$ cat config.mk
export PLATFORM = sky130hd
export DESIGN_NAME = swr_top
export DESIGN_NICKNAME = d
export VERILOG_FILES = /design/src/core/swr_pkg.sv /design/src/core/swr_kick_edge.sv /design/src/core/swr_top.sv
export SDC_FILE = /design/constraint.sdc
export NUM_CORES = 1
export LEC_CHECK = 0
export BUFFER_PORTS_ARGS = -buffer_cell sky130_fd_sc_hd__buf_2
export CORE_MARGIN = 4
export CORE_UTILIZATION = 50
export CTS_CLUSTER_SIZE = 24
export DETAILED_ROUTE_END_ITERATION = 8
export PLACE_DENSITY = 0.66
export SYNTH_ARGS = -nofsm -noshare
export SYNTH_HDL_FRONTEND = slang
export SYNTH_SLANG_ARGS = --single-unit
$ cat constraint.sdc
create_clock -name ref_clk_i -period 2.6 [get_ports ref_clk_i]
set_clock_uncertainty 0.05 [all_clocks]
set_input_delay 0.39 -clock ref_clk_i [delete_from_list [all_inputs] [get_ports ref_clk_i]]
set_output_delay 0.39 -clock ref_clk_i [all_outputs]
set_load 0.01 [all_outputs]
$ cat src/core/swr_pkg.sv
// Shared constants, types and state layout for the supply watchdog reset generator
package swr_pkg;

    ////////////////////////////////////////////////////////////////////////////
    // Time base
    localparam int unsigned CLK_MHZ = 20;          // Reference clock, MHz

    // Durations in microseconds, as printed
    localparam int unsigned T_PRI_US = 50000;      // Primary reset hold, 50 ms
    localparam int unsigned T_SEC_US = 10000;      // Extra secondary hold, 10 ms
    localparam int unsigned T_WD0_US = 750;        // Timeout, select 00: 0.75 ms
    localparam int unsigned T_WD1_US = 1500;       // Timeout, select 01: 1.5 ms
    localparam int unsigned T_WD2_US = 12500;      // Timeout, select 10: 12.5 ms
    localparam int unsigned T_WD3_US = 25000;      // Timeout, select 11: 25 ms

    // Cycle counts derived from the durations
    localparam int unsigned PRI_CYC = T_PRI_US * CLK_MHZ;
    localparam int unsigned SEC_CYC = T_SEC_US * CLK_MHZ;
    localparam int unsigned WD0_CYC = T_WD0_US * CLK_MHZ;
    localparam int unsigned WD1_CYC = T_WD1_US * CLK_MHZ;
    localparam int unsigned WD2_CYC = T_WD2_US * CLK_MHZ;
    localparam int unsigned WD3_CYC = T_WD3_US * CLK_MHZ;

    ////////////////////////////////////////////////////////////////////////////
    // Counter width, sized for the full 60 ms reset interval
    localparam int unsigned CNT_W = 21;
    typedef logic [CNT_W-1:0] swr_cnt_t;

    // Reset values
    localparam swr_cnt_t CNT_RST = 21'h000000;
    localparam logic RST_OUT_RST = 1'b0;           // Outputs held low in reset
    localparam logic KICK_RST = 1'b0;

    ////////////////////////////////////////////////////////////////////////////
    // Sequencer states
    typedef enum logic [1:0] {
        ST_HOLD = 2'b00,                           // Supply low, outputs low
        ST_PRI = 2'b01,                            // Timing primary hold
        ST_SEC = 2'b10,                            // Primary released, secondary timing
        ST_RUN = 2'b11                             // Both released, watchdog live
    } swr_st_t;

    // Timeout select pair
    typedef struct packed {
        logic hi;                                  // Second select
        logic lo;                                  // First select
    } swr_sel_t;

    // Main sequencer state
    typedef struct packed {
        swr_st_t st;                               // Sequencer state
        swr_cnt_t tmr;                             // Reset duration counter
        swr_cnt_t wdt;                             // Watchdog counter
        logic pri_n;                               // Primary reset, active low
        logic sec_n;                               // Secondary reset, active low
    } swr_state_t;

    // Kick edge detector state
    typedef struct packed {
        logic prev;                                // Last sampled kick level
    } swr_kick_t;

endpackage : swr_pkg

$ cat src/core/swr_kick_edge.sv
// Edge detector for the watchdog kick input
`timescale 1ns/1ps
`default_nettype none
module swr_kick_edge (
    // Clock and reset
    input wire logic ref_clk_i,
    input wire logic sys_rst_i,
    // Kick line
    input wire logic kick_in_i,
    output logic edge_o
);
    import swr_pkg::*;

    swr_kick_t s_q; // Registered state
    swr_kick_t s_d; // Next state

    ////////////////////////////////////////////////////////////////////////////
    // Next state: follow the line every cycle
    always_comb begin
        s_d = s_q;
        s_d.prev = kick_in_i;
    end

    // State register
    always_ff @(posedge ref_clk_i) begin
        if (sys_rst_i) begin
            s_q.prev <= KICK_RST;
        end else begin
            s_q <= s_d;
        end
    end

    // Either direction of transition counts
    assign edge_o = (kick_in_i != s_q.prev);

endmodule : swr_kick_edge
`default_nettype wire

$ cat src/core/swr_top.sv
// Supply watchdog reset generator: sequencer, watchdog and reset outputs
//
// Contract
// - Undervoltage drives both resets low immediately.
// - Primary stays low 50 ms after recovery.
// - Secondary releases 10 ms after primary.
// - Both resets assert in the same instant.
// - Missed kick within timeout forces both resets.
// - Watchdog reset: primary 50 ms, secondary 10 more.
// - Every kick edge restarts; processor kicks often.
// - Kicks ignored while primary reset is active.
// - Watchdog restarts when primary goes high.
// - Selects pick 0.75, 1.5, 12.5, 25 ms.
// - Undriven kick line suspends watchdog timeouts.
`timescale 1ns/1ps
`default_nettype none
module swr_top #(
    parameter swr_pkg::swr_cnt_t PRI_CYC_P = swr_pkg::swr_cnt_t'(swr_pkg::PRI_CYC),
    parameter swr_pkg::swr_cnt_t SEC_CYC_P = swr_pkg::swr_cnt_t'(swr_pkg::SEC_CYC),
    parameter swr_pkg::swr_cnt_t WD0_CYC_P = swr_pkg::swr_cnt_t'(swr_pkg::WD0_CYC),
    parameter swr_pkg::swr_cnt_t WD1_CYC_P = swr_pkg::swr_cnt_t'(swr_pkg::WD1_CYC),
    parameter swr_pkg::swr_cnt_t WD2_CYC_P = swr_pkg::swr_cnt_t'(swr_pkg::WD2_CYC),
    parameter swr_pkg::swr_cnt_t WD3_CYC_P = swr_pkg::swr_cnt_t'(swr_pkg::WD3_CYC)
) (
    // Clock and reset
    input wire logic ref_clk_i,
    input wire logic sys_rst_i,
    // Supply monitor, high while supply is within tolerance
    input wire logic supply_sense_i,
    // Watchdog kick and its undriven/mid-supply indication
    input wire logic kick_in_i,
    input wire logic kick_in_float_i,
    // Timeout selects
    input wire logic tmo_sel_lo_i,
    input wire logic tmo_sel_hi_i,
    // Reset outputs, active low
    output logic rst_pri_n_o,
    output logic rst_sec_n_o
);
    import swr_pkg::*;

    ////////////////////////////////////////////////////////////////////////////
    // Declarations
    swr_state_t s_q; // Registered state
    swr_state_t s_d; // Next state
    swr_sel_t sel; // Select pair
    swr_cnt_t wd_last; // Last count of the chosen timeout
    logic kick_edge; // Transition seen on kick line
    logic wd_live; // Watchdog allowed to count

    // Timeout count for a select pair
    function automatic swr_cnt_t wd_limit(input swr_sel_t s);
        case ({s.hi, s.lo})
            2'b00: wd_limit = WD0_CYC_P;
            2'b01: wd_limit = WD1_CYC_P;
            2'b10: wd_limit = WD2_CYC_P;
            default: wd_limit = WD3_CYC_P;
        endcase
    endfunction : wd_limit

    assign sel = '{hi: tmo_sel_hi_i, lo: tmo_sel_lo_i};
    assign wd_last = wd_limit(sel) - swr_cnt_t'(1);
    assign wd_live = (s_q.st == ST_SEC) || (s_q.st == ST_RUN);

    ////////////////////////////////////////////////////////////////////////////
    // Kick edge detection
    swr_kick_edge u_kick (
        .ref_clk_i(ref_clk_i),
        .sys_rst_i(sys_rst_i),
        .kick_in_i(kick_in_i),
        .edge_o(kick_edge)
    );

    ////////////////////////////////////////////////////////////////////////////
    // Sequencer and watchdog next state
    always_comb begin
        s_d = s_q;
        case (s_q.st)
            // Waiting for the supply to return
            ST_HOLD: begin
                s_d.tmr = CNT_RST;
                s_d.wdt = CNT_RST;
                if (supply_sense_i) begin
                    s_d.st = ST_PRI;
                end
            end
            // Primary hold timing
            ST_PRI: begin
                s_d.wdt = CNT_RST;
                if (s_q.tmr == PRI_CYC_P - swr_cnt_t'(1)) begin
                    s_d.st = ST_SEC;
                    s_d.pri_n = 1'b1;
                    s_d.tmr = CNT_RST;
                    s_d.wdt = CNT_RST;
                end else begin
                    s_d.tmr = s_q.tmr + swr_cnt_t'(1);
                end
            end
            // Secondary extra hold
            ST_SEC: begin
                if (s_q.tmr == SEC_CYC_P - swr_cnt_t'(1)) begin
                    s_d.st = ST_RUN;
                    s_d.sec_n = 1'b1;
                    s_d.tmr = CNT_RST;
                end else begin
                    s_d.tmr = s_q.tmr + swr_cnt_t'(1);
                end
            end
            // Normal running
            ST_RUN: begin
                s_d.tmr = CNT_RST;
            end
            default: begin
                s_d.st = ST_HOLD;
            end
        endcase
        // Watchdog counts once the primary reset has released
        if (wd_live) begin
            if (kick_edge || kick_in_float_i) begin
                s_d.wdt = CNT_RST;
            end else if (s_q.wdt >= wd_last) begin
                s_d.st = ST_PRI;
                s_d.pri_n = 1'b0;
                s_d.sec_n = 1'b0;
                s_d.tmr = CNT_RST;
                s_d.wdt = CNT_RST;
            end else begin
                s_d.wdt = s_q.wdt + swr_cnt_t'(1);
            end
        end
        // Undervoltage overrides everything and restarts the sequence
        if (!supply_sense_i) begin
            s_d.st = ST_HOLD;
            s_d.pri_n = 1'b0;
            s_d.sec_n = 1'b0;
            s_d.tmr = CNT_RST;
            s_d.wdt = CNT_RST;
        end
    end

    // State register
    always_ff @(posedge ref_clk_i) begin
        if (sys_rst_i) begin
            s_q.st <= ST_HOLD;
            s_q.tmr <= CNT_RST;
            s_q.wdt <= CNT_RST;
            s_q.pri_n <= RST_OUT_RST;
            s_q.sec_n <= RST_OUT_RST;
        end else begin
            s_q <= s_d;
        end
    end

    ////////////////////////////////////////////////////////////////////////////
    // Outputs: gated by the supply so a dip pulls both low at once
    assign rst_pri_n_o = s_q.pri_n && supply_sense_i;
    assign rst_sec_n_o = s_q.sec_n && supply_sense_i;

    ////////////////////////////////////////////////////////////////////////////
    // Checks
    property p_low_supply;
        @(posedge ref_clk_i) disable iff (sys_rst_i)
        !supply_sense_i |-> (!rst_pri_n_o && !rst_sec_n_o);
    endproperty
    a_low_supply: assert property (p_low_supply)
        else $error("reset not asserted on undervoltage");

    property p_pri_release;
        @(posedge ref_clk_i) disable iff (sys_rst_i)
        $rose(s_q.pri_n) |-> ($past(s_q.st) == ST_PRI)
            && ($past(s_q.tmr) == PRI_CYC_P - swr_cnt_t'(1));
    endproperty
    a_pri_release: assert property (p_pri_release)
        else $error("primary released at wrong count");

    property p_sec_release;
        @(posedge ref_clk_i) disable iff (sys_rst_i)
        $rose(s_q.sec_n) |-> ($past(s_q.st) == ST_SEC)
            && ($past(s_q.tmr) == SEC_CYC_P - swr_cnt_t'(1)) && s_q.pri_n;
    endproperty
    a_sec_release: assert property (p_sec_release)
        else $error("secondary released at wrong count");

    property p_sec_with_pri;
        @(posedge ref_clk_i) disable iff (sys_rst_i)
        !rst_pri_n_o |-> !rst_sec_n_o;
    endproperty
    a_sec_with_pri: assert property (p_sec_with_pri)
        else $error("secondary high while primary low");

    property p_wd_expire;
        @(posedge ref_clk_i) disable iff (sys_rst_i)
        (s_q.st == ST_RUN) && (s_q.wdt >= wd_last) && !kick_edge && !kick_in_float_i
            && supply_sense_i |=> (s_q.st == ST_PRI) && !s_q.pri_n && !s_q.sec_n;
    endproperty
    a_wd_expire: assert property (p_wd_expire)
        else $error("watchdog expiry did not force reset");

    property p_kick_restart;
        @(posedge ref_clk_i) disable iff (sys_rst_i)
        wd_live && kick_edge |=> (s_q.wdt == CNT_RST);
    endproperty
    a_kick_restart: assert property (p_kick_restart)
        else $error("kick edge did not restart watchdog");

    property p_kick_ignored;
        @(posedge ref_clk_i) disable iff (sys_rst_i)
        !s_q.pri_n |-> (s_q.wdt == CNT_RST);
    endproperty
    a_kick_ignored: assert property (p_kick_ignored)
        else $error("watchdog counting during primary reset");

    property p_wd_restart;
        @(posedge ref_clk_i) disable iff (sys_rst_i)
        $rose(s_q.pri_n) |-> (s_q.wdt == CNT_RST) ##1 (!s_q.pri_n || s_q.wdt <= swr_cnt_t'(1));
    endproperty
    a_wd_restart: assert property (p_wd_restart)
        else $error("watchdog not restarted at primary release");

    property p_float_hold;
        @(posedge ref_clk_i) disable iff (sys_rst_i)
        (s_q.st == ST_RUN) && kick_in_float_i && supply_sense_i |=> s_q.pri_n;
    endproperty
    a_float_hold: assert property (p_float_hold)
        else $error("watchdog reset while kick line undriven");

    property p_dip_restart;
        @(posedge ref_clk_i) disable iff (sys_rst_i)
        !supply_sense_i |=> (s_q.st == ST_HOLD) && (s_q.tmr == CNT_RST);
    endproperty
    a_dip_restart: assert property (p_dip_restart)
        else $error("undervoltage did not restart sequence");

endmodule : swr_top
`default_nettype wire

After elaboration in Yosys (flattened, before gate mapping)
Index checks and enable logic that the tools add are counted.
- flip-flop bits (word level): 47
- output and inout bits: 2
- add/subtract/negate cells: 3
- $lt $le $gt $ge: 1
- equality and inequality tests: 8
- muxes and demuxes: 19
- bitwise gates (word level): 1
- reduce and logical (&&, ||, !) cells: 9
- operators with widths (kind ; number):
    $mux 21 ; 4
    $pmux 21 s3 ; 1
    $pmux 19 s3 ; 1
    $mux 23 ; 2
    $mux 46 ; 1
    $add 21x1->21 const B ; 2
    $pmux 21 s2 ; 1
    $eq 21x18->1 const B ; 1
    $eq 21x20->1 const B ; 1
    $ge 21x21->1 ; 1
    $sub 21x1->21 const B ; 1
    $mux 2 ; 4
    $eq 2x2->1 const B ; 3
    $pmux 2 s3 ; 1
    $eq 2x1->1 const B ; 2
    $logic_not 2->1 ; 2
    $mux 1 ; 4
    $reduce_or 2->1 ; 2
    $reduce_bool 3->1 ; 1
    $logic_and 1x1->1 ; 2
    $logic_or 1x1->1 ; 2
    $ne 1x1->1 ; 1
    $not 1->1 ; 1

Longest topological paths before layout
- word-level depth: 7
- mapped depth: 10

Cells and area by module
From an unflattened synthesis, not the netlist that was laid out.
- cells, all modules: 299
- area, all modules: 2591.2 um^2
- modules (own cells, without submodules) (module ; times used ; cells each ; area each (um^2) ; seq. area each (um^2)):
    swr_top ; 1 ; 296 ; 2556.2 ; 920.9
    swr_kick_edge ; 1 ; 3 ; 35.0 ; 20.0

Worst setup path after synthesis
Ideal clock, no wire load.
- path kind: in2reg
- start point: input port tmo_sel_hi_i
- end point: register s_q[28] in the netlist's numbering
- setup time: 0.132 ns
- arrival time: 2.131 ns
- path slack: 0.287 ns
- stages on the path: 10
- cell sequence: inv_1 ha_1 inv_1 ha_1 a21oi_1 o21ai_0 nor4_1 a21oi_1 clkbuf_1 nor3_1
- cells in the longest elaborated chain, start to end: 7
- elaborated cells on any way between the ends: 9
- RTL lines (what ; line ; source):
    start, declared ; swr_top.sv:35 ; input wire logic tmo_sel_hi_i,
    $eq 2x2->1, or another cell as far along ; swr_top.sv:53 ; case ({s.hi, s.lo})
    $pmux 19 s3 * ; swr_top.sv:53 ;
    $sub 21x1->21 * ; swr_top.sv:62 ; assign wd_last = wd_limit(sel) - swr_cnt_t'(1);
    $ge 21x21->1 * ; swr_top.sv:121 ; end else if (s_q.wdt >= wd_last) begin
    $mux 23 * ; swr_top.sv:121 ;
    $mux 23 * ; swr_top.sv:119 ; if (kick_edge || kick_in_float_i) begin
    $mux 46 * ; swr_top.sv:118 ; if (wd_live) begin
    end, declared ; swr_top.sv:44 ; swr_state_t s_q;
Every way passes the cells marked *; elsewhere a longest branch is shown, timed or not.
A chain may end at the register's enable or synchronous reset.

Final worst setup path
- start point: input port tmo_sel_lo_i
- end point: register s_q[42] in the netlist's numbering
- cells in the longest elaborated chain, start to end: 7
- elaborated cells on any way between the ends: 9
- RTL lines (what ; line ; source):
    start, declared ; swr_top.sv:34 ; input wire logic tmo_sel_lo_i,
    $eq 2x2->1, or another cell as far along ; swr_top.sv:53 ;
    $pmux 19 s3 * ; swr_top.sv:53 ;
    $sub 21x1->21 * ; swr_top.sv:62 ;
    $ge 21x21->1 * ; swr_top.sv:121 ;
    $mux 23 * ; swr_top.sv:121 ;
    $mux 23 * ; swr_top.sv:119 ;
    $mux 46 * ; swr_top.sv:118 ;
Marked as above.

==> out/metrics.yaml <==
status:
  outcome: "complete, no violations"
critical_path:
  worst-path-max-fanout: 23
  ff2ff_path_depth: 6
  rrSetupSlack_ns: 0.44
  critPathCaptureType: "flop"
  critPathRequiredTime_ns: 2.78
  r2r_start: "s_q[25]"
  rr_endpoint: "s_q[42]"
  cp-startpoint: "tmo_sel_lo_i"
  cp-start-kind: "primary input"
  critPathKind: "in -> reg"
  critical_path_arrival_ns: 2.35
  critPathCapture: "s_q[42]"
layout:
  final_layout_size_suffix_gt1_share_pct: 9.236
  area_growth_pct: 10.61
  fill_cells: 459
  layout_common_cells: "dfxtp_1, nor2_1, nor3_1, ha_1"
  final_nets: 345
  diodes: 0
  fin_util_pct: 58.79
  multi_input_area_mm2: 0.001570
  seq_area_um2: 940.9
  layout_commonest_cell: "dfxtp_1"
cts:
  post_cts_buffers: 0
  post_cts_resize_count: 0
  clk_pin_slew_worst_paths_ns: 0.09
  insertion_delay_ns: 0.31
  cts_buffers: 5
  cts_buffer_depth: 2
  cts_root_buf: "clkbuf_8"
  cts_hold_buf: 0
  clock_sinks: 47
  tritoncts: "built"
  cts_max_level: 2
logic_synthesis:
  synth_seq_area_share_pct: 36.28
  yosys.area.top_type: "dfxtp_1"
  synth_area_leaders: "dfxtp_1, ha_1, xor2_1"
  ys.flop_type: "dfxtp_1"
  syn_area_mm2: 0.002594
  ys_ff_latch: 47
  synth_edf_count: 0
  synth_warnings: 0
  synth.distinct_cells: 39
  syn_avg_cell_area_um2: 8.763
  synth_fp_nets: 328
  synthCells: 296
  synth.top_cell.area_share_pct: 36.28
  synthArstFlopShare_pct: 0
floorplanning:
  core_area_mm2: 0.004880
  initial_utilization_pct: 53.15
  io_pins: 9
  die_h_um: 80.03
  dieArea_mm2: 0.006404
  fp.dieW_um: 80.03
  rows: 25
drt:
  wl_mm: 4.783
  drc: 0
  drt_iter0_markers: 108
  via_per_inst: 5.446
  dr.pass1.iters: 4
  ant_nets: 0
  vias: 2075
  wire_per_inst_um: 12.55
sta:
  fmax_mhz: 459.5
  finalHoldViolations: 0
  maxSlewHeadroom_pct: 63.21
  setup_ws_ns: 0.4239
  period_minus_slack_ns: 2.176
  grt_setup_unrepaired: "no"
  tns_ns: 0
  drv_slew: 0
  min_period_over_period_pct: 83.70
  worst_pin_slew_ns: 0.5472
  setup_violations: 0
  fin_hold_ws_ns: 0.2033
grt:
  antenna_found_initial: 0
  grt_pass1_vias: 1916
  grt_overflow: 0
  grt_pass1_wl_mm: 8.638
  grt_max_degree: 24
  grt_usage_pct: 16.90
power:
  p_leak_nw: 1.038
  p_per_area_mw_per_mm2: 472.4
  irDropWorstVdd_v: 0.0002190
  finalPower_mw: 1.355
placed_design:
  port_buffers: 8
  detailedPlace.worstSlack_ns: 0.09319
  place_hpwl_mm: 3.466
  gp_congestion: 0.8352
job:
  maxCapViolCount: 0
worst_hold_path:
  min_path_type: "in -> reg"
==> per-stage QoR <==
step / cell area (µm²) / cells
after floorplan: 2594 / 296
after global placement: 2753 / 373
after detailed placement: 2753 / 373
after CTS: 2869 / 381
after global routing: 2869 / 381
final: 2869 / 381
==> layer usage <==
layer,routed length [µm],up-vias,global-route usage (%),share of wire [%]
met1,2555,951,24.74,53
met2,1969,36,23.76,41
li1,-,1080,-,-
met4,78,0,6.081,1.6
met5,0,-,0,0
met3,179,8,4.063,3.7
==> power by group <==
part	internal, mW	switching, mW	leakage [nW]
clock	0.292	0.263	0.0587
combinational	0.0297	0.0459	0.600
sequential	0.723	0.00263	0.379
==> registers in the layout, indices dropped and copies added, names as in the netlist <==
signal,flops
s_q,46
u_kick.s_q,1
==> synth_stat cells (5+ instances only) <==
| master | n |
|---|---|
| a21oi_1 | 9 |
| and3_1 | 5 |
| dfxtp_1 | 47 |
| ha_1 | 25 |
| inv_1 | 12 |
| nand2_1 | 12 |
| nand3_1 | 23 |
| nand4_1 | 13 |
| nor2_1 | 39 |
| nor3_1 | 26 |
| nor4_1 | 8 |
| xnor2_1 | 14 |
| xor2_1 | 23 |
==> logic make-up (layout without fill, tap and decap cells) <==
family | after synthesis | count (layout) | synth area share [%]
and+or+nand+nor | 143 | 143 | 29.18
DFF | 47 | 47 | 36.28
xor gates and xnor gates | 37 | 37 | 12.49
adders and majority gates | 25 | 25 | 12.06
AOI/OAI and AO/OA | 24 | 24 | 6.513
buffers and inverters | 18 | 36 | 3.183
other | 2 | 2 | 0.2895
==> how the worst min path moves through the flow <==
stage | startpoint | to | depth (start not counted)
final | sys_rst_i | u_kick.s_q | 2
after global routing | sys_rst_i | u_kick.s_q | 2
after CTS | sys_rst_i | u_kick.s_q | 2
after detailed placement | s_q[0] | s_q[0] | 2
after global placement | s_q[2] | s_q[2] | 1
after floorplan | s_q[0] | s_q[0] | 2
==> critical path, cell delays in order <==
cell and delay [ns]:
buf_2 0.13, inv_1 0.08, ha_1 0.31, inv_1 0.05, ha_1 0.28, a21oi_1 0.14, o21ai_0 0.14, o41ai_1 0.34
a21oi_1 0.12, buf_12 0.18, nor3_1 0.19
==> area by class of cell <==
cell class	count	share of cell area, %
Timing Repair Buffer	16	3.925
Inverter	12	1.570
Tap cell	67	2.922
Sequential cell	47	32.80
Clock inverter	3	1.657
Clock buffer	5	2.399
Multi-Input combinational cell	231	54.73
No activity file was read; power rests on OpenSTA's default activity.
